===== src/msfrx_map.svh =====
// Register offsets, field reset values and timing counts for the modem flow/receive filter.
// Assumes a 125 MHz core clock and a 32-bit AXI4-Lite register bus.
`ifndef MSFRX_MAP_SVH
`define MSFRX_MAP_SVH

`define MSFRX_OFS_CTRL      8'h00
`define MSFRX_OFS_THRESH    8'h04
`define MSFRX_OFS_GOOD      8'h08
`define MSFRX_OFS_HOP       8'h0c
`define MSFRX_OFS_IDLE      8'h10
`define MSFRX_OFS_WAKE      8'h14
`define MSFRX_OFS_NETID     8'h18
`define MSFRX_OFS_MASK      8'h1c
`define MSFRX_OFS_DEST      8'h20
`define MSFRX_OFS_STATUS    8'h24

`define MSFRX_XON_CHAR      8'h11
`define MSFRX_XOFF_CHAR     8'h13
`define MSFRX_BUF_SIZE      16'h0100
`define MSFRX_THRESH_MARGIN 16'h0011
`define MSFRX_CNT_MAX       16'hffff
`define MSFRX_IDLE_DEF      16'hffff
`define MSFRX_IDLE_NEVER    16'hffff
`define MSFRX_MASK_DEF      16'hffff
`define MSFRX_WAKE_DEF      8'h01
`define MSFRX_HOP_MAX       3'h6
`define MSFRX_PARITY_MAX    3'h4
`define MSFRX_NETID_RO_BIT  15
`define MSFRX_UNIT_MS       100
`define MSFRX_DETECT_MS     35
`define MSFRX_CLK_MHZ       125
`define MSFRX_UNIT_CYC      (`MSFRX_UNIT_MS * 1000 * `MSFRX_CLK_MHZ)
`define MSFRX_DETECT_CYC    (`MSFRX_DETECT_MS * 1000 * `MSFRX_CLK_MHZ)
`define MSFRX_RESP_OKAY     2'h0
`define MSFRX_RESP_SLVERR   2'h2

`endif


===== src/msfrx_pkg.sv =====
// Types shared by the modem flow/receive filter.
// Assumes the msfrx_map.svh constants header.
package msfrx_pkg;
	typedef enum logic [2:0] {
		MSFRX_SLP_AWAKE = 3'b001,
		MSFRX_SLP_DOZE  = 3'b010,
		MSFRX_SLP_LISTEN = 3'b100
	} msfrx_slp_t;
	typedef enum logic [2:0] {
		MSFRX_TX_IDLE = 3'b001,
		MSFRX_TX_WAKE = 3'b010,
		MSFRX_TX_PKT  = 3'b100
	} msfrx_tx_t;
endpackage : msfrx_pkg


===== src/msfrx_tick.sv =====
// Prescaler giving one-cycle ticks every 100 ms unit.
// Assumes the core clock of the map header.
`timescale 1ns/1ns
`default_nettype none
`include "msfrx_map.svh"
module msfrx_tick #(
	parameter int unsigned UNIT_CYC = `MSFRX_UNIT_CYC
) (
	input  wire logic CORE_CLK,   // Core clock
	input  wire logic RST,        // Synchronous reset
	output logic      TICK        // Unit tick
);
	logic [23:0] cnt_reg;
	logic [23:0] cnt_next;
	logic        tick_reg;
	logic        tick_next;

	always_comb
	begin
		tick_next = (cnt_reg == 24'(UNIT_CYC - 1));
		cnt_next = tick_next ? 24'h000000 : cnt_reg + 24'h000001;
	end

	always_ff @(posedge CORE_CLK)
	begin
		if (RST)
		begin
			cnt_reg  <= 24'h000000;
			tick_reg <= 1'b0;
		end
		else
		begin
			cnt_reg  <= cnt_next;
			tick_reg <= tick_next;
		end
	end

	assign TICK = tick_reg;
endmodule : msfrx_tick
`default_nettype wire


===== src/msfrx_top.sv =====
// Modem serial flow control, receive filter, counters and wake-up timing.
// Assumes AXI4-Lite master, host serial buffer level and radio events as synchronous inputs.
// Overview of operation
// - XON character is 0x11
// - XOFF character is 0x13
// - One-bit software flow enable, reset zero
// - Clear-to-send output gates host transfers
// - At threshold drop CTS or send XOFF
// - Threshold default and max buffer minus 0x11
// - Sixteen-bit good count, writable, reset clears
// - Good count saturates at 0xFFFF
// - Hop channel 0..6, must match to receive
// - After idle time send long wake-up
// - Idle time default 0xFFFF disables long wake
// - Cyclic sleeper wakes per interval, checks initializer
// - Stay awake after 35 ms initializer
// - Wake duration 8-bit, 100 ms units, default 1
// - Drop mismatched network ident; upper ids read-only
// - Transmitted packets carry destination address
// - Accept when masked address matches address or mask
// - Otherwise drop without serial output
// - Mask default 0xFFFF, exact match
// - Parity select 0..4, default 0
// - Power-up mode: idle or command mode
// - Command power-up plus sleep 1: low input wakes
`timescale 1ns/1ns
`default_nettype none
`include "msfrx_map.svh"
module msfrx_top
	import msfrx_pkg::*;
#(
	parameter int unsigned UNIT_CYC   = `MSFRX_UNIT_CYC,
	parameter int unsigned DETECT_CYC = `MSFRX_DETECT_CYC
) (
	input  wire logic        CORE_CLK,        // Core clock
	input  wire logic        RST,             // Synchronous reset
	input  wire logic [7:0]  S_AXI_AWADDR,    // Write address
	input  wire logic        S_AXI_AWVALID,   // Write address valid
	output logic             S_AXI_AWREADY,   // Write address ready
	input  wire logic [31:0] S_AXI_WDATA,     // Write data
	input  wire logic [3:0]  S_AXI_WSTRB,     // Write strobes
	input  wire logic        S_AXI_WVALID,    // Write data valid
	output logic             S_AXI_WREADY,    // Write data ready
	output logic [1:0]       S_AXI_BRESP,     // Write response
	output logic             S_AXI_BVALID,    // Write response valid
	input  wire logic        S_AXI_BREADY,    // Write response ready
	input  wire logic [7:0]  S_AXI_ARADDR,    // Read address
	input  wire logic        S_AXI_ARVALID,   // Read address valid
	output logic             S_AXI_ARREADY,   // Read address ready
	output logic [31:0]      S_AXI_RDATA,     // Read data
	output logic [1:0]       S_AXI_RRESP,     // Read response
	output logic             S_AXI_RVALID,    // Read data valid
	input  wire logic        S_AXI_RREADY,    // Read data ready
	input  wire logic [15:0] SERIAL_INPUT_LEVEL, // Bytes held in serial input buffer
	output logic             SECOND_DIGITAL_OUTPUT, // Clear-to-send, high allows host
	output logic [7:0]       FLOW_CHAR,       // XON/XOFF character to host
	output logic             FLOW_CHAR_VALID, // Character offered
	input  wire logic        FLOW_CHAR_READY, // Serial output took character
	input  wire logic        RX_PKT_VALID,    // Received good packet pulse
	input  wire logic [2:0]  RX_PKT_HOP,      // Packet hop channel
	input  wire logic [15:0] RX_PKT_IDENT,    // Packet network identifier
	input  wire logic [15:0] RX_PKT_ADDR,     // Packet destination address
	output logic             RX_FORWARD,      // Packet forwarded to serial output
	output logic             RX_DROP,         // Packet discarded
	input  wire logic        TX_REQ,          // Packet ready to transmit
	output logic             TX_WAKE_ON,      // Sending wake-up initializer
	output logic             TX_PKT_GO,       // Start packet transmit pulse
	output logic [15:0]      TX_PKT_ADDR,     // Address carried by packet
	input  wire logic        RX_ACTIVITY,     // Radio receive activity
	input  wire logic        CYCLIC_SLEEP,    // Cyclic sleep enabled
	input  wire logic [7:0]  SLEEP_INTERVAL,  // Cyclic sleep interval, 100 ms units
	input  wire logic        WAKE_INIT_SEEN,  // Initializer carrier present
	output logic             RX_AWAKE,        // Receiver powered
	input  wire logic        THIRD_DIGITAL_INPUT, // Host wake line, low wakes
	output logic             CMD_MODE,        // Device in command mode
	output logic [2:0]       PARITY_SELECT    // Serial parity mode
);
	logic tick;

	// Config registers
	logic        sw_flow_enable_reg, sw_flow_enable_next;
	logic        powerup_cmd_mode_reg, powerup_cmd_mode_next;
	logic        sleep_select_reg, sleep_select_next;
	logic [2:0]  parity_select_reg, parity_select_next;
	logic [15:0] flow_threshold_reg, flow_threshold_next;
	logic [15:0] good_packet_count_reg, good_packet_count_next;
	logic [2:0]  hop_channel_reg, hop_channel_next;
	logic [15:0] long_init_idle_time_reg, long_init_idle_time_next;
	logic [7:0]  wake_init_duration_reg, wake_init_duration_next;
	logic [15:0] network_ident_reg, network_ident_next;
	logic [15:0] addr_mask_reg, addr_mask_next;
	logic [15:0] dest_addr_reg, dest_addr_next;
	// Bus state
	logic        aw_hold_reg, aw_hold_next, w_hold_reg, w_hold_next;
	logic [7:0]  awaddr_reg, awaddr_next;
	logic [31:0] wdata_reg, wdata_next;
	logic        wstrb0_reg, wstrb0_next;
	logic        bvalid_reg, bvalid_next, rvalid_reg, rvalid_next;
	logic [1:0]  bresp_reg, bresp_next, rresp_reg, rresp_next;
	logic [31:0] rdata_reg, rdata_next;
	logic        wr_go, wr_hit, rd_hit;
	logic [15:0] thr_max;
	// Flow, filter, wake state
	logic        cts_reg, cts_next, stopped_reg, stopped_next;
	logic        char_pend_reg, char_pend_next;
	logic [7:0]  char_reg, char_next;
	logic        fwd_reg, fwd_next, drop_reg, drop_next, accept;
	logic [15:0] masked;
	msfrx_tx_t   tx_reg, tx_next;
	logic [15:0] idle_reg, idle_next;
	logic [7:0]  wake_cnt_reg, wake_cnt_next;
	logic        go_reg, go_next;
	msfrx_slp_t  slp_reg, slp_next;
	logic [7:0]  slp_cnt_reg, slp_cnt_next;
	logic [31:0] det_reg, det_next;
	logic        cmd_reg, cmd_next;

	msfrx_tick #(.UNIT_CYC(UNIT_CYC)) u_tick (
		.CORE_CLK (CORE_CLK),
		.RST      (RST),
		.TICK     (tick)
	);

	assign thr_max = `MSFRX_BUF_SIZE - `MSFRX_THRESH_MARGIN;
	assign wr_go = aw_hold_reg && w_hold_reg && !bvalid_reg;

	always_comb
	begin
		aw_hold_next = aw_hold_reg;
		w_hold_next = w_hold_reg;
		awaddr_next = awaddr_reg;
		wdata_next = wdata_reg;
		wstrb0_next = wstrb0_reg;
		bvalid_next = bvalid_reg;
		bresp_next = bresp_reg;
		rvalid_next = rvalid_reg;
		rresp_next = rresp_reg;
		rdata_next = rdata_reg;
		wr_hit = 1'b1;
		rd_hit = 1'b1;
		if (S_AXI_AWVALID && !aw_hold_reg)
		begin
			aw_hold_next = 1'b1;
			awaddr_next = S_AXI_AWADDR;
		end
		if (S_AXI_WVALID && !w_hold_reg)
		begin
			w_hold_next = 1'b1;
			wdata_next = S_AXI_WDATA;
			// Strobe is only valid with WVALID, so keep it with the data
			wstrb0_next = S_AXI_WSTRB[0];
		end
		if (wr_go)
		begin
			unique case (awaddr_reg)
				`MSFRX_OFS_CTRL, `MSFRX_OFS_THRESH, `MSFRX_OFS_GOOD, `MSFRX_OFS_HOP,
				`MSFRX_OFS_IDLE, `MSFRX_OFS_WAKE, `MSFRX_OFS_NETID, `MSFRX_OFS_MASK,
				`MSFRX_OFS_DEST, `MSFRX_OFS_STATUS: wr_hit = 1'b1;
				default: wr_hit = 1'b0;
			endcase
			aw_hold_next = 1'b0;
			w_hold_next = 1'b0;
			bvalid_next = 1'b1;
			bresp_next = wr_hit ? `MSFRX_RESP_OKAY : `MSFRX_RESP_SLVERR;
		end
		else if (bvalid_reg && S_AXI_BREADY)
			bvalid_next = 1'b0;
		if (rvalid_reg && S_AXI_RREADY)
			rvalid_next = 1'b0;
		else if (S_AXI_ARVALID && !rvalid_reg)
		begin
			rvalid_next = 1'b1;
			rdata_next = 32'h00000000;
			unique case (S_AXI_ARADDR)
				`MSFRX_OFS_CTRL: rdata_next = {26'h0000000, parity_select_reg,
					sleep_select_reg, powerup_cmd_mode_reg, sw_flow_enable_reg};
				`MSFRX_OFS_THRESH: rdata_next = {16'h0000, flow_threshold_reg};
				`MSFRX_OFS_GOOD:   rdata_next = {16'h0000, good_packet_count_reg};
				`MSFRX_OFS_HOP:    rdata_next = {29'h00000000, hop_channel_reg};
				`MSFRX_OFS_IDLE:   rdata_next = {16'h0000, long_init_idle_time_reg};
				`MSFRX_OFS_WAKE:   rdata_next = {24'h000000, wake_init_duration_reg};
				`MSFRX_OFS_NETID:  rdata_next = {16'h0000, network_ident_reg};
				`MSFRX_OFS_MASK:   rdata_next = {16'h0000, addr_mask_reg};
				`MSFRX_OFS_DEST:   rdata_next = {16'h0000, dest_addr_reg};
				`MSFRX_OFS_STATUS: rdata_next = {26'h0000000, cmd_reg, RX_AWAKE,
					tx_reg == MSFRX_TX_WAKE, stopped_reg, cts_reg, char_pend_reg};
				default: rd_hit = 1'b0;
			endcase
			rresp_next = rd_hit ? `MSFRX_RESP_OKAY : `MSFRX_RESP_SLVERR;
		end
	end

	// Register writes; low byte lane gates the whole field for simplicity
	always_comb
	begin
		sw_flow_enable_next = sw_flow_enable_reg;
		powerup_cmd_mode_next = powerup_cmd_mode_reg;
		sleep_select_next = sleep_select_reg;
		parity_select_next = parity_select_reg;
		flow_threshold_next = flow_threshold_reg;
		hop_channel_next = hop_channel_reg;
		long_init_idle_time_next = long_init_idle_time_reg;
		wake_init_duration_next = wake_init_duration_reg;
		network_ident_next = network_ident_reg;
		addr_mask_next = addr_mask_reg;
		dest_addr_next = dest_addr_reg;
		good_packet_count_next = good_packet_count_reg;
		if (accept && good_packet_count_reg != `MSFRX_CNT_MAX)
			good_packet_count_next = good_packet_count_reg + 16'h0001;
		if (wr_go && wstrb0_reg)
		begin
			unique case (awaddr_reg)
				`MSFRX_OFS_CTRL:
				begin
					sw_flow_enable_next = wdata_reg[0];
					powerup_cmd_mode_next = wdata_reg[1];
					sleep_select_next = wdata_reg[2];
					if (wdata_reg[5:3] <= `MSFRX_PARITY_MAX)
						parity_select_next = wdata_reg[5:3];
				end
				`MSFRX_OFS_THRESH:
					if (wdata_reg[31:16] == 16'h0000 && wdata_reg[15:0] <= thr_max)
						flow_threshold_next = wdata_reg[15:0];
				`MSFRX_OFS_GOOD: good_packet_count_next = wdata_reg[15:0];
				`MSFRX_OFS_HOP:
					if (wdata_reg[31:3] == 29'h00000000 && wdata_reg[2:0] <= `MSFRX_HOP_MAX)
						hop_channel_next = wdata_reg[2:0];
				`MSFRX_OFS_IDLE: long_init_idle_time_next = wdata_reg[15:0];
				`MSFRX_OFS_WAKE: wake_init_duration_next = wdata_reg[7:0];
				`MSFRX_OFS_NETID:
					if (!wdata_reg[`MSFRX_NETID_RO_BIT] && !network_ident_reg[`MSFRX_NETID_RO_BIT])
						network_ident_next = wdata_reg[15:0];
				`MSFRX_OFS_MASK: addr_mask_next = wdata_reg[15:0];
				`MSFRX_OFS_DEST: dest_addr_next = wdata_reg[15:0];
				default: ;
			endcase
		end
	end

	assign masked = RX_PKT_ADDR & addr_mask_reg;
	assign accept = RX_PKT_VALID && RX_PKT_HOP == hop_channel_reg
		&& RX_PKT_IDENT == network_ident_reg
		&& (masked == dest_addr_reg || masked == addr_mask_reg);

	always_comb
	begin
		cts_next = cts_reg;
		stopped_next = stopped_reg;
		char_pend_next = char_pend_reg;
		char_next = char_reg;
		fwd_next = accept;
		drop_next = RX_PKT_VALID && !accept;
		if (char_pend_reg && FLOW_CHAR_READY)
			char_pend_next = 1'b0;
		if (SERIAL_INPUT_LEVEL >= flow_threshold_reg)
		begin
			cts_next = 1'b0;
			if (sw_flow_enable_reg && !stopped_reg && !char_pend_reg)
			begin
				stopped_next = 1'b1;
				char_pend_next = 1'b1;
				char_next = `MSFRX_XOFF_CHAR;
			end
		end
		else
		begin
			cts_next = 1'b1;
			if (stopped_reg && !char_pend_reg)
			begin
				stopped_next = 1'b0;
				char_pend_next = 1'b1;
				char_next = `MSFRX_XON_CHAR;
			end
		end
	end

	always_comb
	begin
		tx_next = tx_reg;
		idle_next = idle_reg;
		wake_cnt_next = wake_cnt_reg;
		go_next = 1'b0;
		if (RX_ACTIVITY || tx_reg != MSFRX_TX_IDLE)
			idle_next = 16'h0000;
		else if (tick && idle_reg != `MSFRX_CNT_MAX)
			idle_next = idle_reg + 16'h0001;
		unique case (tx_reg)
			MSFRX_TX_IDLE:
				if (TX_REQ)
				begin
					if (long_init_idle_time_reg != `MSFRX_IDLE_NEVER
						&& idle_reg >= long_init_idle_time_reg
						&& wake_init_duration_reg != 8'h00)
					begin
						tx_next = MSFRX_TX_WAKE;
						wake_cnt_next = wake_init_duration_reg;
					end
					else
						tx_next = MSFRX_TX_PKT;
				end
			MSFRX_TX_WAKE:
			begin
				if (tick)
					wake_cnt_next = wake_cnt_reg - 8'h01;
				if (tick && wake_cnt_reg == 8'h01)
					tx_next = MSFRX_TX_PKT;
			end
			MSFRX_TX_PKT:
			begin
				go_next = 1'b1;
				tx_next = MSFRX_TX_IDLE;
			end
		endcase
	end

	always_comb
	begin
		slp_next = slp_reg;
		slp_cnt_next = slp_cnt_reg;
		det_next = WAKE_INIT_SEEN ? det_reg + 32'h00000001 : 32'h00000000;
		cmd_next = cmd_reg;
		if (powerup_cmd_mode_reg && sleep_select_reg && !THIRD_DIGITAL_INPUT)
			cmd_next = 1'b1;
		unique case (slp_reg)
			MSFRX_SLP_AWAKE:
				// Stay up while an initializer or data is still arriving
				if (CYCLIC_SLEEP && !cmd_next && !WAKE_INIT_SEEN && !RX_ACTIVITY)
				begin
					slp_next = MSFRX_SLP_DOZE;
					slp_cnt_next = SLEEP_INTERVAL;
				end
			MSFRX_SLP_DOZE:
				if (cmd_next || !CYCLIC_SLEEP)
					slp_next = MSFRX_SLP_AWAKE;
				else if (tick)
				begin
					slp_cnt_next = slp_cnt_reg - 8'h01;
					if (slp_cnt_reg <= 8'h01)
					begin
						slp_next = MSFRX_SLP_LISTEN;
						slp_cnt_next = 8'h01;
					end
				end
			MSFRX_SLP_LISTEN:
				if (det_reg >= 32'(DETECT_CYC) || cmd_next)
					slp_next = MSFRX_SLP_AWAKE;
				else if (tick)
				begin
					slp_next = MSFRX_SLP_DOZE;
					slp_cnt_next = SLEEP_INTERVAL;
				end
		endcase
	end

	always_ff @(posedge CORE_CLK)
	begin
		if (RST)
		begin
			sw_flow_enable_reg <= 1'b0;
			powerup_cmd_mode_reg <= 1'b0;
			sleep_select_reg <= 1'b0;
			parity_select_reg <= 3'h0;
			flow_threshold_reg <= `MSFRX_BUF_SIZE - `MSFRX_THRESH_MARGIN;
			good_packet_count_reg <= 16'h0000;
			hop_channel_reg <= 3'h0;
			long_init_idle_time_reg <= `MSFRX_IDLE_DEF;
			wake_init_duration_reg <= `MSFRX_WAKE_DEF;
			network_ident_reg <= 16'h0000;
			addr_mask_reg <= `MSFRX_MASK_DEF;
			dest_addr_reg <= 16'h0000;
			aw_hold_reg <= 1'b0;
			w_hold_reg <= 1'b0;
			awaddr_reg <= 8'h00;
			wdata_reg <= 32'h00000000;
			wstrb0_reg <= 1'b0;
			bvalid_reg <= 1'b0;
			bresp_reg <= `MSFRX_RESP_OKAY;
			rvalid_reg <= 1'b0;
			rresp_reg <= `MSFRX_RESP_OKAY;
			rdata_reg <= 32'h00000000;
			cts_reg <= 1'b0;
			stopped_reg <= 1'b0;
			char_pend_reg <= 1'b0;
			char_reg <= 8'h00;
			fwd_reg <= 1'b0;
			drop_reg <= 1'b0;
			tx_reg <= MSFRX_TX_IDLE;
			idle_reg <= 16'h0000;
			wake_cnt_reg <= 8'h00;
			go_reg <= 1'b0;
			slp_reg <= MSFRX_SLP_AWAKE;
			slp_cnt_reg <= 8'h00;
			det_reg <= 32'h00000000;
			cmd_reg <= 1'b0;
		end
		else
		begin
			sw_flow_enable_reg <= sw_flow_enable_next;
			powerup_cmd_mode_reg <= powerup_cmd_mode_next;
			sleep_select_reg <= sleep_select_next;
			parity_select_reg <= parity_select_next;
			flow_threshold_reg <= flow_threshold_next;
			good_packet_count_reg <= good_packet_count_next;
			hop_channel_reg <= hop_channel_next;
			long_init_idle_time_reg <= long_init_idle_time_next;
			wake_init_duration_reg <= wake_init_duration_next;
			network_ident_reg <= network_ident_next;
			addr_mask_reg <= addr_mask_next;
			dest_addr_reg <= dest_addr_next;
			aw_hold_reg <= aw_hold_next;
			w_hold_reg <= w_hold_next;
			awaddr_reg <= awaddr_next;
			wdata_reg <= wdata_next;
			wstrb0_reg <= wstrb0_next;
			bvalid_reg <= bvalid_next;
			bresp_reg <= bresp_next;
			rvalid_reg <= rvalid_next;
			rresp_reg <= rresp_next;
			rdata_reg <= rdata_next;
			cts_reg <= cts_next;
			stopped_reg <= stopped_next;
			char_pend_reg <= char_pend_next;
			char_reg <= char_next;
			fwd_reg <= fwd_next;
			drop_reg <= drop_next;
			tx_reg <= tx_next;
			idle_reg <= idle_next;
			wake_cnt_reg <= wake_cnt_next;
			go_reg <= go_next;
			slp_reg <= slp_next;
			slp_cnt_reg <= slp_cnt_next;
			det_reg <= det_next;
			cmd_reg <= cmd_next;
		end
	end

	// command mode follows the power-up setting bit at all times, or the wake latched from the host line
	assign CMD_MODE = cmd_reg || powerup_cmd_mode_reg;
	assign S_AXI_AWREADY = !aw_hold_reg;
	assign S_AXI_WREADY = !w_hold_reg;
	assign S_AXI_BVALID = bvalid_reg;
	assign S_AXI_BRESP = bresp_reg;
	assign S_AXI_ARREADY = !rvalid_reg;
	assign S_AXI_RVALID = rvalid_reg;
	assign S_AXI_RDATA = rdata_reg;
	assign S_AXI_RRESP = rresp_reg;
	assign SECOND_DIGITAL_OUTPUT = cts_reg;
	assign FLOW_CHAR = char_reg;
	assign FLOW_CHAR_VALID = char_pend_reg;
	assign RX_FORWARD = fwd_reg;
	assign RX_DROP = drop_reg;
	assign TX_WAKE_ON = (tx_reg == MSFRX_TX_WAKE);
	assign TX_PKT_GO = go_reg;
	assign TX_PKT_ADDR = dest_addr_reg;
	assign RX_AWAKE = (slp_reg != MSFRX_SLP_DOZE);
	assign PARITY_SELECT = parity_select_reg;

	cts_drop_a: assert property (@(posedge CORE_CLK) disable iff (RST)
		!RST && SERIAL_INPUT_LEVEL >= flow_threshold_reg |=> !SECOND_DIGITAL_OUTPUT)
		else $error("clear-to-send high above threshold");
	cts_back_a: assert property (@(posedge CORE_CLK) disable iff (RST)
		// Sampled reset term skips the edge where CTS is still held low by reset
		!RST && SERIAL_INPUT_LEVEL < flow_threshold_reg |=> SECOND_DIGITAL_OUTPUT)
		else $error("clear-to-send low below threshold");
	flow_char_a: assert property (@(posedge CORE_CLK) disable iff (RST)
		FLOW_CHAR_VALID |-> FLOW_CHAR == (stopped_reg ? 8'h13 : 8'h11))
		else $error("wrong flow character");
	good_sat_a: assert property (@(posedge CORE_CLK) disable iff (RST)
		good_packet_count_reg == 16'hffff && !wr_go |=> good_packet_count_reg == 16'hffff)
		else $error("good count wrapped");
	good_inc_a: assert property (@(posedge CORE_CLK) disable iff (RST)
		accept && !wr_go && good_packet_count_reg != 16'hffff
		|=> good_packet_count_reg == $past(good_packet_count_reg) + 16'h0001)
		else $error("good count missed packet");
	rx_filter_a: assert property (@(posedge CORE_CLK) disable iff (RST)
		RX_PKT_VALID |=> (RX_FORWARD ^ RX_DROP))
		else $error("packet neither forwarded nor dropped");
	hop_drop_a: assert property (@(posedge CORE_CLK) disable iff (RST)
		RX_PKT_VALID && RX_PKT_HOP != hop_channel_reg |=> RX_DROP)
		else $error("foreign channel accepted");
	// never sends long initializer when disabled
	wake_off_a: assert property (@(posedge CORE_CLK) disable iff (RST)
		long_init_idle_time_reg == 16'hffff && tx_reg == MSFRX_TX_IDLE |=> !TX_WAKE_ON)
		else $error("long initializer sent while disabled");
	tx_addr_a: assert property (@(posedge CORE_CLK) disable iff (RST)
		tx_reg == MSFRX_TX_PKT |=> TX_PKT_GO && TX_PKT_ADDR == $past(dest_addr_reg))
		else $error("packet address wrong");
endmodule : msfrx_top
`default_nettype wire


===== config.mk =====
export PLATFORM = sky130hd
export DESIGN_NAME = msfrx_top
export DESIGN_NICKNAME = d
export VERILOG_FILES = /design/src/msfrx_pkg.sv /design/src/msfrx_tick.sv /design/src/msfrx_top.sv
export VERILOG_INCLUDE_DIRS = /design/src /design/src/src
export SDC_FILE = /design/constraint.sdc
export NUM_CORES = 1
export LEC_CHECK = 0
export BUFFER_PORTS_ARGS = -buffer_cell sky130_fd_sc_hd__buf_4
export CORE_MARGIN = 10
export CORE_UTILIZATION = 39
export DETAILED_ROUTE_END_ITERATION = 10
export SLEW_MARGIN = 15
export SYNTH_ARGS = -nofsm -noshare
export SYNTH_HDL_FRONTEND = slang
export SYNTH_SLANG_ARGS = --single-unit

===== constraint.sdc =====
create_clock -name CORE_CLK -period 2.21 [get_ports CORE_CLK]
set_input_delay 0.3315 -clock CORE_CLK [delete_from_list [all_inputs] [get_ports CORE_CLK]]
set_output_delay 0.3315 -clock CORE_CLK [all_outputs]
set_load 0.05 [all_outputs]

==> PnR_summary.wiki, run 1 <==
{| class="wikitable"
! Metric !! Value
|-
| Power per cell area || approximately 640 nW/um2
|-
| Max VDD drop || 0.495 mV
|-
| Most used flip-flop cell after synthesis || dfxtp_1
|-
| Critical-path top delay cell || or4_4
|-
| Total vias in the final route || approximately 13,000
|-
| Cell at the root of the clock tree || clkbuf_16
|-
| Static leakage || roughly 8 nW
|-
| Worst slew slack as a fraction of its limit || roughly three fifths
|-
| Hold Violations, Final || 0
|-
| Number of ports placed on the die boundary || about 200
|-
| PortBufs || 174
|-
| Total Neg Setup Slack || -0.175 ns
|-
| Crit path buf inv count || 0
|-
| Number of distinct library cells after synthesis || 70
|-
| Proportion of synthesized chip area in sequential cells || between 40 and 50%
|-
| Largest net degree at the start of global routing || between 40 and 50
|-
| Die footprint || about 43,000 um2
|-
| RSZ-0062 raised after global routing || yes
|-
| Crit path launch type || register
|-
| Max-Cap Viols || 0
|-
| Count of nets after finishing || 2,214
|-
| Chip height || 208 um
|-
| Final Core Density || a little over half
|-
| Post-layout instance area || about 19,000 um2
|-
| Number of clock buffers inserted by TritonCTS || 34
|-
| Data arrival time of the critical path || 2.68 ns
|-
| Fin Clk Skew || approximately 0.019 ns
|-
| Biggest fanout along the worst timing path || 4
|-
| Number of inserted filler cells in the final layout || ~3,300
|-
| Crit-path cells || a21o_1 -> a211oi_2 -> nand4_1 -> o31a_1 -> or4_4 -> or3_1 -> a32o_1
|-
| Residual DRC count || 0
|-
| Synthesized netlist cell count || 1,706
|-
| Class of the tightest hold or removal check || in2reg
|-
| Antenna diode instance count || 0
|-
| Setup crit end kind || register
|-
| Stage delay of the slowest cell on the critical path || 0.44 ns
|-
| Die boundary width || between 200 and 250 um
|-
| Half-perimeter wire length after detailed placement || about 35,000 um
|-
| Instance area after placement || between 15,000 and 20,000 um2
|-
| Initial detailed-routing violation count || ~1,200
|-
| Post-layout power || 12.0 mW
|-
| TritonCTS clock tree || yes
|-
| Leading cell types in the layout, fill and taps excluded || buf_4 (374), nand2_1 (280), dfxtp_1 (249)
|-
| Synthesized area divided by synthesized cell count || slightly above 8 um2
|-
| Level count of the clock H-tree || 2
|-
| Yosys reg bits || 279
|-
| Number of buffers on the longest clock path || 3
|-
| Slew at the pin closest to its max-slew limit || 0.624 ns
|-
| Portion of the clock cycle consumed by the worst path in the final layout || 103%
|-
| Proportion of synthesized flip-flops having asynchronous set or reset || 0%
|-
| Register clock-pin slew on the reported worst setup and hold paths || about 0.060 ns
|-
| Placeable core area || ~35,000 um2
|-
| Time the worst path needs with I/O delays and setup || 2.28 ns
|-
| Most common cell after layout, fill and taps aside || buf_4
|-
| Max frequency || around 440 MHz
|-
| Layout cell share with drive strength beyond 1 || between 20% and 30%
|-
| Length of the first detailed-routing pass in iterations || 8
|-
| Area growth from synthesis to layout || 34.9%
|-
| Final count of pins violating max slew || 0
|-
| Weighted congestion at the end of routability-driven global placement || 0.910
|-
| All-layer global routing usage || 20.5%
|-
| Vias per cell || ~5.3
|-
| Cell class contributing the biggest share of worst-path delay || compound AO/OA/AOI/OAI gates
|-
| Post-cts hold buffer count || 0
|-
| Routed wire length || ~47,000 um
|-
| Yosys warning total || 0
|-
| Failing checks || setup timing
|-
| Initial core utilization || between 30% and 40%
|-
| Number of synthesized flops with an enable pin || 0
|-
| Total clock sinks || ~280
|-
| Global route overflow || 0
|-
| Wire length of the first global-routing pass || between 70,000 and 80,000 um
|-
| Antenna-violating nets left || 0
|-
| Crit path setup slack, layout || -0.0651 ns
|-
| Number of cell rows || 68
|-
| Vias in the first global route || between 10,000 and 15,000
|-
| Required time of the worst setup path || 2.62 ns
|-
| Worst-skew pair later-pin latency || ~0.51 ns
|-
| Finish-stage setup viols || 5
|-
| Cell Area, Synth || about 14,000 um2
|-
| Routed length per placed instance || approximately 19 um
|-
| Number of antenna violations at the first check in global routing || 0
|-
| Status || finished with violations
|-
| Hold slack || around 0.0098 ns
|-
| Critical path type || reg2reg
|}
==> cell usage after synthesis, types with 17 or more instances <==
library cell,n,area share [%]
nand3_1,48,1.7
a21oi_1,124,4.5
nor2b_1,17,0.77
inv_1,61,1.7
ha_1,41,3.7
o21ai_0,40,1.4
nor4_1,31,1.4
nand2_1,283,7.7
nor3_1,37,1.3
nor2_1,172,4.7
clkbuf_1,75,2.0
mux2i_1,47,3.4
o211ai_1,22,1.2
a22oi_1,42,2.3
buf_4,25,1.4
dfxtp_1,279,40
xor2_1,65,4.1
and3_1,29,1.3
nand4_1,42,1.9
xnor2_1,35,2.2
==> area by class of cell <==
cell class                 instances  area [um2]  share of cell area [%]
multi-input combinational       1278        8000                    42.9
sequential                       279        5640                    30.2
inverter                          62         236                    1.27
clock buffer                      49        1040                    5.58
timing repair buffer             393        3100                    16.7
clock inverter                    10        56.3                   0.302
tap                              455         569                    3.05
==> power breakdown <==
part,leakage (nW),switching (mW),internal [mW]
sequential,2.27,0.0992,5.13
combinational,5.16,0.769,0.541
clock,0.548,2.17,3.27
==> logic make-up (layout without fill, tap and decap cells) <==
| family | count (synthesis) | count (layout) | share of synthesized area, % |
|---|---|---|---|
| buffers and inverters | 171 | 514 | 5.36 |
| other | 1 | 23 | 0.0271 |
| XOR/XNOR | 100 | 100 | 6.34 |
| multiplexers | 53 | 53 | 3.89 |
| AND/OR/NAND/NOR | 751 | 751 | 25.8 |
| adder cells (fa/ha/maj) | 41 | 41 | 3.71 |
| AO/OA/AOI/OAI | 310 | 310 | 14.4 |
| flip-flops | 279 | 279 | 40.4 |
==> worst paths after layout <==
check | cells after the start | startpoint | to | slack (ns)
worst min register to register | 2 | wdata_reg[24]$_SDFFE_PP0P_ | wdata_reg[24]$_SDFFE_PP0P_ | 0.45
worst max-delay path | 7 | addr_mask_reg[1]$_SDFFE_PP1P_ | good_packet_count_reg[12]$_SDFF_PP0_ | -0.07
worst max register to register | 7 | addr_mask_reg[1]$_SDFFE_PP1P_ | good_packet_count_reg[12]$_SDFF_PP0_ | -0.07
worst min-delay path | 2 | S_AXI_RREADY | S_AXI_RVALID$_SDFFE_PP0P_ | 0.01
==> timing repair <==
item / CTS / global route
setup buffers: 7 / 2
pin swaps: 25 / 46
endpoints found under the setup margin: 31 / 113
gates resized for setup: 51 / 69
cloned: 1 / 1
==> stage by stage <==
| step | cells | worst slack (ns) |
|---|---|---|
| 2_1_floorplan | 1728 | -0.0825 |
| 3_3_place_gp | 2460 | -0.321 |
| 3_5_place_dp | 2460 | -0.303 |
| 4_1_cts | 2527 | -0.0799 |
| 5_1_grt | 2526 | -0.183 |
| 6_report | 2526 | -0.0651 |
==> layer usage <==
metal	share of wire, %	global-route usage, %
met1	45	28.0
met2	45	32.0
met3	7.8	4.16
met4	1.8	5.28
met5	0	0
(Power assumes the default switching activity.)
==> run 2, diff against run 1 <==
==> constraint.sdc (replaced) <==
create_clock -name CORE_CLK -period 2.21 [get_ports CORE_CLK]
set_input_delay 0.1105 -clock CORE_CLK [delete_from_list [all_inputs] [get_ports CORE_CLK]]
set_output_delay 0.1105 -clock CORE_CLK [all_outputs]
set_load 0.05 [all_outputs]
==> PnR_summary.wiki, run 2 (synthesized netlist as in run 1, its figures left out) <==
{| class="wikitable"
! Metric !! Value
|-
| Crit path launch type || register
|-
| Die boundary width || 208 um (unchanged)
|-
| Class of the tightest hold or removal check || in2reg
|-
| Worst-skew pair later-pin latency || 0.52 ns (about the same)
|-
| Leading cell types in the layout, fill and taps excluded || buf_4 (373), nand2_1 (275), dfxtp_1 (247)
|-
| Cell class contributing the biggest share of worst-path delay || simple AND/OR/NAND/NOR gates
|-
| Slew at the pin closest to its max-slew limit || 0.720 ns (+0.0958 ns)
|-
| Status || finished with violations
|-
| Static leakage || 8.33 nW (+4.4%)
|-
| Stage delay of the slowest cell on the critical path || 0.51 ns (+0.07 ns)
|-
| Hold worst-path end || slp_reg[2]$_SDFFE_PP0P_
|-
| Portion of the clock cycle consumed by the worst path in the final layout || 105% (+2.5 points)
|-
| Critical path type || reg2reg
|-
| Time the worst path needs with I/O delays and setup || 2.33 ns (+0.0550 ns)
|-
| Hold Violations, Final || 0 (unchanged)
|-
| Vias in the first global route || 13,300 (+1.1%)
|-
| Most used cell along the critical path || buf_4
|-
| Total clock sinks || 279 (unchanged)
|-
| Number of inserted filler cells in the final layout || 3,163 (-3.9%)
|-
| Residual DRC count || 0 (unchanged)
|-
| Antenna diode instance count || 0 (unchanged)
|-
| Routed wire length || 49,400 um (+5.3%)
|-
| Number of clock buffers inserted by TritonCTS || 34 (unchanged)
|-
| Worst Reg-to-Reg Cells || 9 (+2)
|-
| Wire length of the first global-routing pass || 75,200 um (+3.3%)
|-
| Level count of the clock H-tree || 2 (unchanged)
|-
| Area growth from synthesis to layout || 41.1%
|-
| Weighted congestion at the end of routability-driven global placement || 0.962 (+5.7%)
|-
| Die footprint || 43,400 um2 (unchanged)
|-
| Crit-path cells || nor2b_4 -> a2111oi_4 -> buf_4 -> nand4_1 -> o31a_1 -> buf_4 -> or4_1 -> xor2_1 -> a211oi_1
|-
| Routed length per placed instance || 19.1 um (+2.8%)
|-
| Initial core utilization || 39.8% (unchanged)
|-
| Crit path setup slack, layout || -0.120 ns (-0.0550 ns)
|-
| Startpoint of the most critical register-to-register path || addr_mask_reg[13]$_SDFFE_PP1P_
|-
| Post-layout power || 12.6 mW (+5.5%)
|-
| Final Core Density || 56.2% (+2.5 points)
|-
| Power per cell area || 648 nW/um2 (+0.81%)
|-
| Required time of the worst setup path || 2.64 ns (+0.02 ns)
|-
| Placeable core area || 34,700 um2 (unchanged)
|-
| Met3 track utilization from global routing || 5.09% (+0.93 points)
|-
| Total vias in the final route || 13,800 (+2.3%)
|-
| Most common cell after layout, fill and taps aside || buf_4
|-
| Register clock-pin slew on the reported worst setup and hold paths || 0.06 ns (about the same)
|-
| Worst reg2reg path endpoint || good_packet_count_reg[5]$_SDFF_PP0_
|-
| Number of antenna violations at the first check in global routing || 1 (+1)
|-
| Cell depth of the worst hold path || 4 (+2)
|-
| Max VDD drop || 0.583 mV (+18%)
|-
| Worst slew slack as a fraction of its limit || 51.9% (-6.4 points)
|-
| PortBufs || 174 (unchanged)
|-
| Global-route track usage on met2 || 33.8% (+1.7 points)
|-
| Highest-utilization routing layer at the global route stage || met2
|-
| Vias per cell || 5.34 (about the same)
|-
| Critical-path top delay cell || or4_1
|-
| Number of cell rows || 68 (unchanged)
|-
| Fin Clk Skew || 0.0237 ns (+0.00478 ns)
|-
| TritonCTS clock tree || yes
|-
| All-layer global routing usage || 21.2% (+0.79 points)
|-
| Finish-stage setup viols || 6 (+1)
|-
| Setup slack on the worst flop-to-flop path || -0.12 ns (-0.05 ns)
|-
| Initial detailed-routing violation count || 948 (-21%)
|-
| Number of buffers on the longest clock path || 3 (unchanged)
|-
| Max frequency || 429 MHz (-2.4%)
|-
| Final count of pins violating max slew || 0 (unchanged)
|-
| Worst Min Path Start || CYCLIC_SLEEP
|-
| Half-perimeter wire length after detailed placement || 36,100 um (+2.7%)
|-
| Chip height || 208 um (unchanged)
|-
| Length of the first detailed-routing pass in iterations || 8 (unchanged)
|-
| Count of nets after finishing || 2,274 (+2.7%)
|-
| Cell at the root of the clock tree || clkbuf_16
|-
| RSZ-0062 raised after global routing || yes
|-
| Largest net degree at the start of global routing || 62 (+41%)
|-
| Global route overflow || 0 (unchanged)
|-
| Layout cell share with drive strength beyond 1 || 27.7% (+0.15 points)
|-
| Number of ports placed on the die boundary || 201 (unchanged)
|-
| Failing checks || setup timing
|-
| Crit path buf inv count || 2 (+2)
|-
| Max-Cap Viols || 0 (unchanged)
|-
| Global Route met1 Usage || 28.1% (+0.14 points)
|-
| Antenna-violating nets left || 0 (unchanged)
|-
| Biggest fanout along the worst timing path || 4 (unchanged)
|-
| Data arrival time of the critical path || 2.76 ns (+0.08 ns)
|-
| Setup crit end kind || register
|}
==> run 2: changes by cell type in the layout (fill, tap and decap cells not counted), sizes merged <==
| cell | before | now |
|---|---|---|
| dlygate4sd3 | 0 | 60 |
| bufinv | 0 | 6 |
| clkinvlp | 2 | 3 |
| clkbuf | 49 | 46 |
| clkinv | 8 | 5 |
==> run 2: area by class of cell <==
cell class / instances / area, um2 / share of cell area, %
clock inverters: 14 / 229 / 1.17
multi-input cells: 1278 / 8150 / 41.8
inverters: 62 / 236 / 1.21
clock buffers: 46 / 957 / 4.91
flip-flops and latches: 279 / 5640 / 28.9
well taps: 455 / 569 / 2.92
repair buffers: 453 / 3710 / 19.0
==> run 2: worst max path at each step <==
stage                              startpoint                                    to  slack (ns)  cells past startpoint
3_5_place_dp   addr_mask_reg[13]$_SDFFE_PP1P_  good_packet_count_reg[12]$_SDFF_PP0_       -0.30                      8
3_3_place_gp   addr_mask_reg[13]$_SDFFE_PP1P_  good_packet_count_reg[12]$_SDFF_PP0_       -0.20                      8
2_1_floorplan    TX_PKT_ADDR[11]$_SDFFE_PP0P_  good_packet_count_reg[12]$_SDFF_PP0_       -0.08                      7
4_1_cts        addr_mask_reg[13]$_SDFFE_PP1P_  good_packet_count_reg[12]$_SDFF_PP0_       -0.09                      8
5_1_grt         addr_mask_reg[1]$_SDFFE_PP1P_   good_packet_count_reg[5]$_SDFF_PP0_       -0.21                      8
6_report       addr_mask_reg[13]$_SDFFE_PP1P_   good_packet_count_reg[5]$_SDFF_PP0_       -0.12                      9
==> run 2: power by group <==
group          switching, mW  internal (mW)
logic                  0.800          0.626
registers              0.107           5.13
clock network           2.23           3.74
==> run 2: metrics by stage <==
step / std cells / cell area, um2 / setup WS, ns / TNS [ns] / hold slack [ns]
2_1_floorplan: 1728 / 13900 / -0.0825 / -0.0825 / 0.210
3_3_place_gp: 2451 / 17000 / -0.196 / -1.93 / 0.298
3_5_place_dp: 2451 / 17000 / -0.297 / -3.93 / 0.301
4_1_cts: 2584 / 19100 / -0.0915 / -0.0915 / 0.0732
5_1_grt: 2587 / 19500 / -0.206 / -1.23 / 0.126
6_report: 2587 / 19500 / -0.120 / -0.300 / 0.0938
==> run 2: routing by layer <==
| metal | routed length, um | up-vias |
|---|---|---|
| met5 | 12 | - |
| met4 | 1270 | 2 |
| met3 | 3890 | 77 |
| met2 | 22500 | 451 |
| met1 | 21700 | 6545 |
| li1 | - | 6740 |
==> run 2: repair_timing <==
item	CTS	global route
hold buffers	60	0
endpoints found under the setup margin	31	105
endpoints found under the hold margin	59	0
cloned	1	0
pin swaps	24	47
buffers inserted	12	5
resized for setup	63	90
==> run 2: worst register-to-register path, delay by kind of cell, from the launching register on <==
family | cells | cell delay, ns
buffers and inverters | 2 | 0.34
flip-flops | 1 | 0.33
AO/OA/AOI/OAI | 3 | 0.72
XOR/XNOR | 1 | 0.16
AND/OR/NAND/NOR | 3 | 0.72
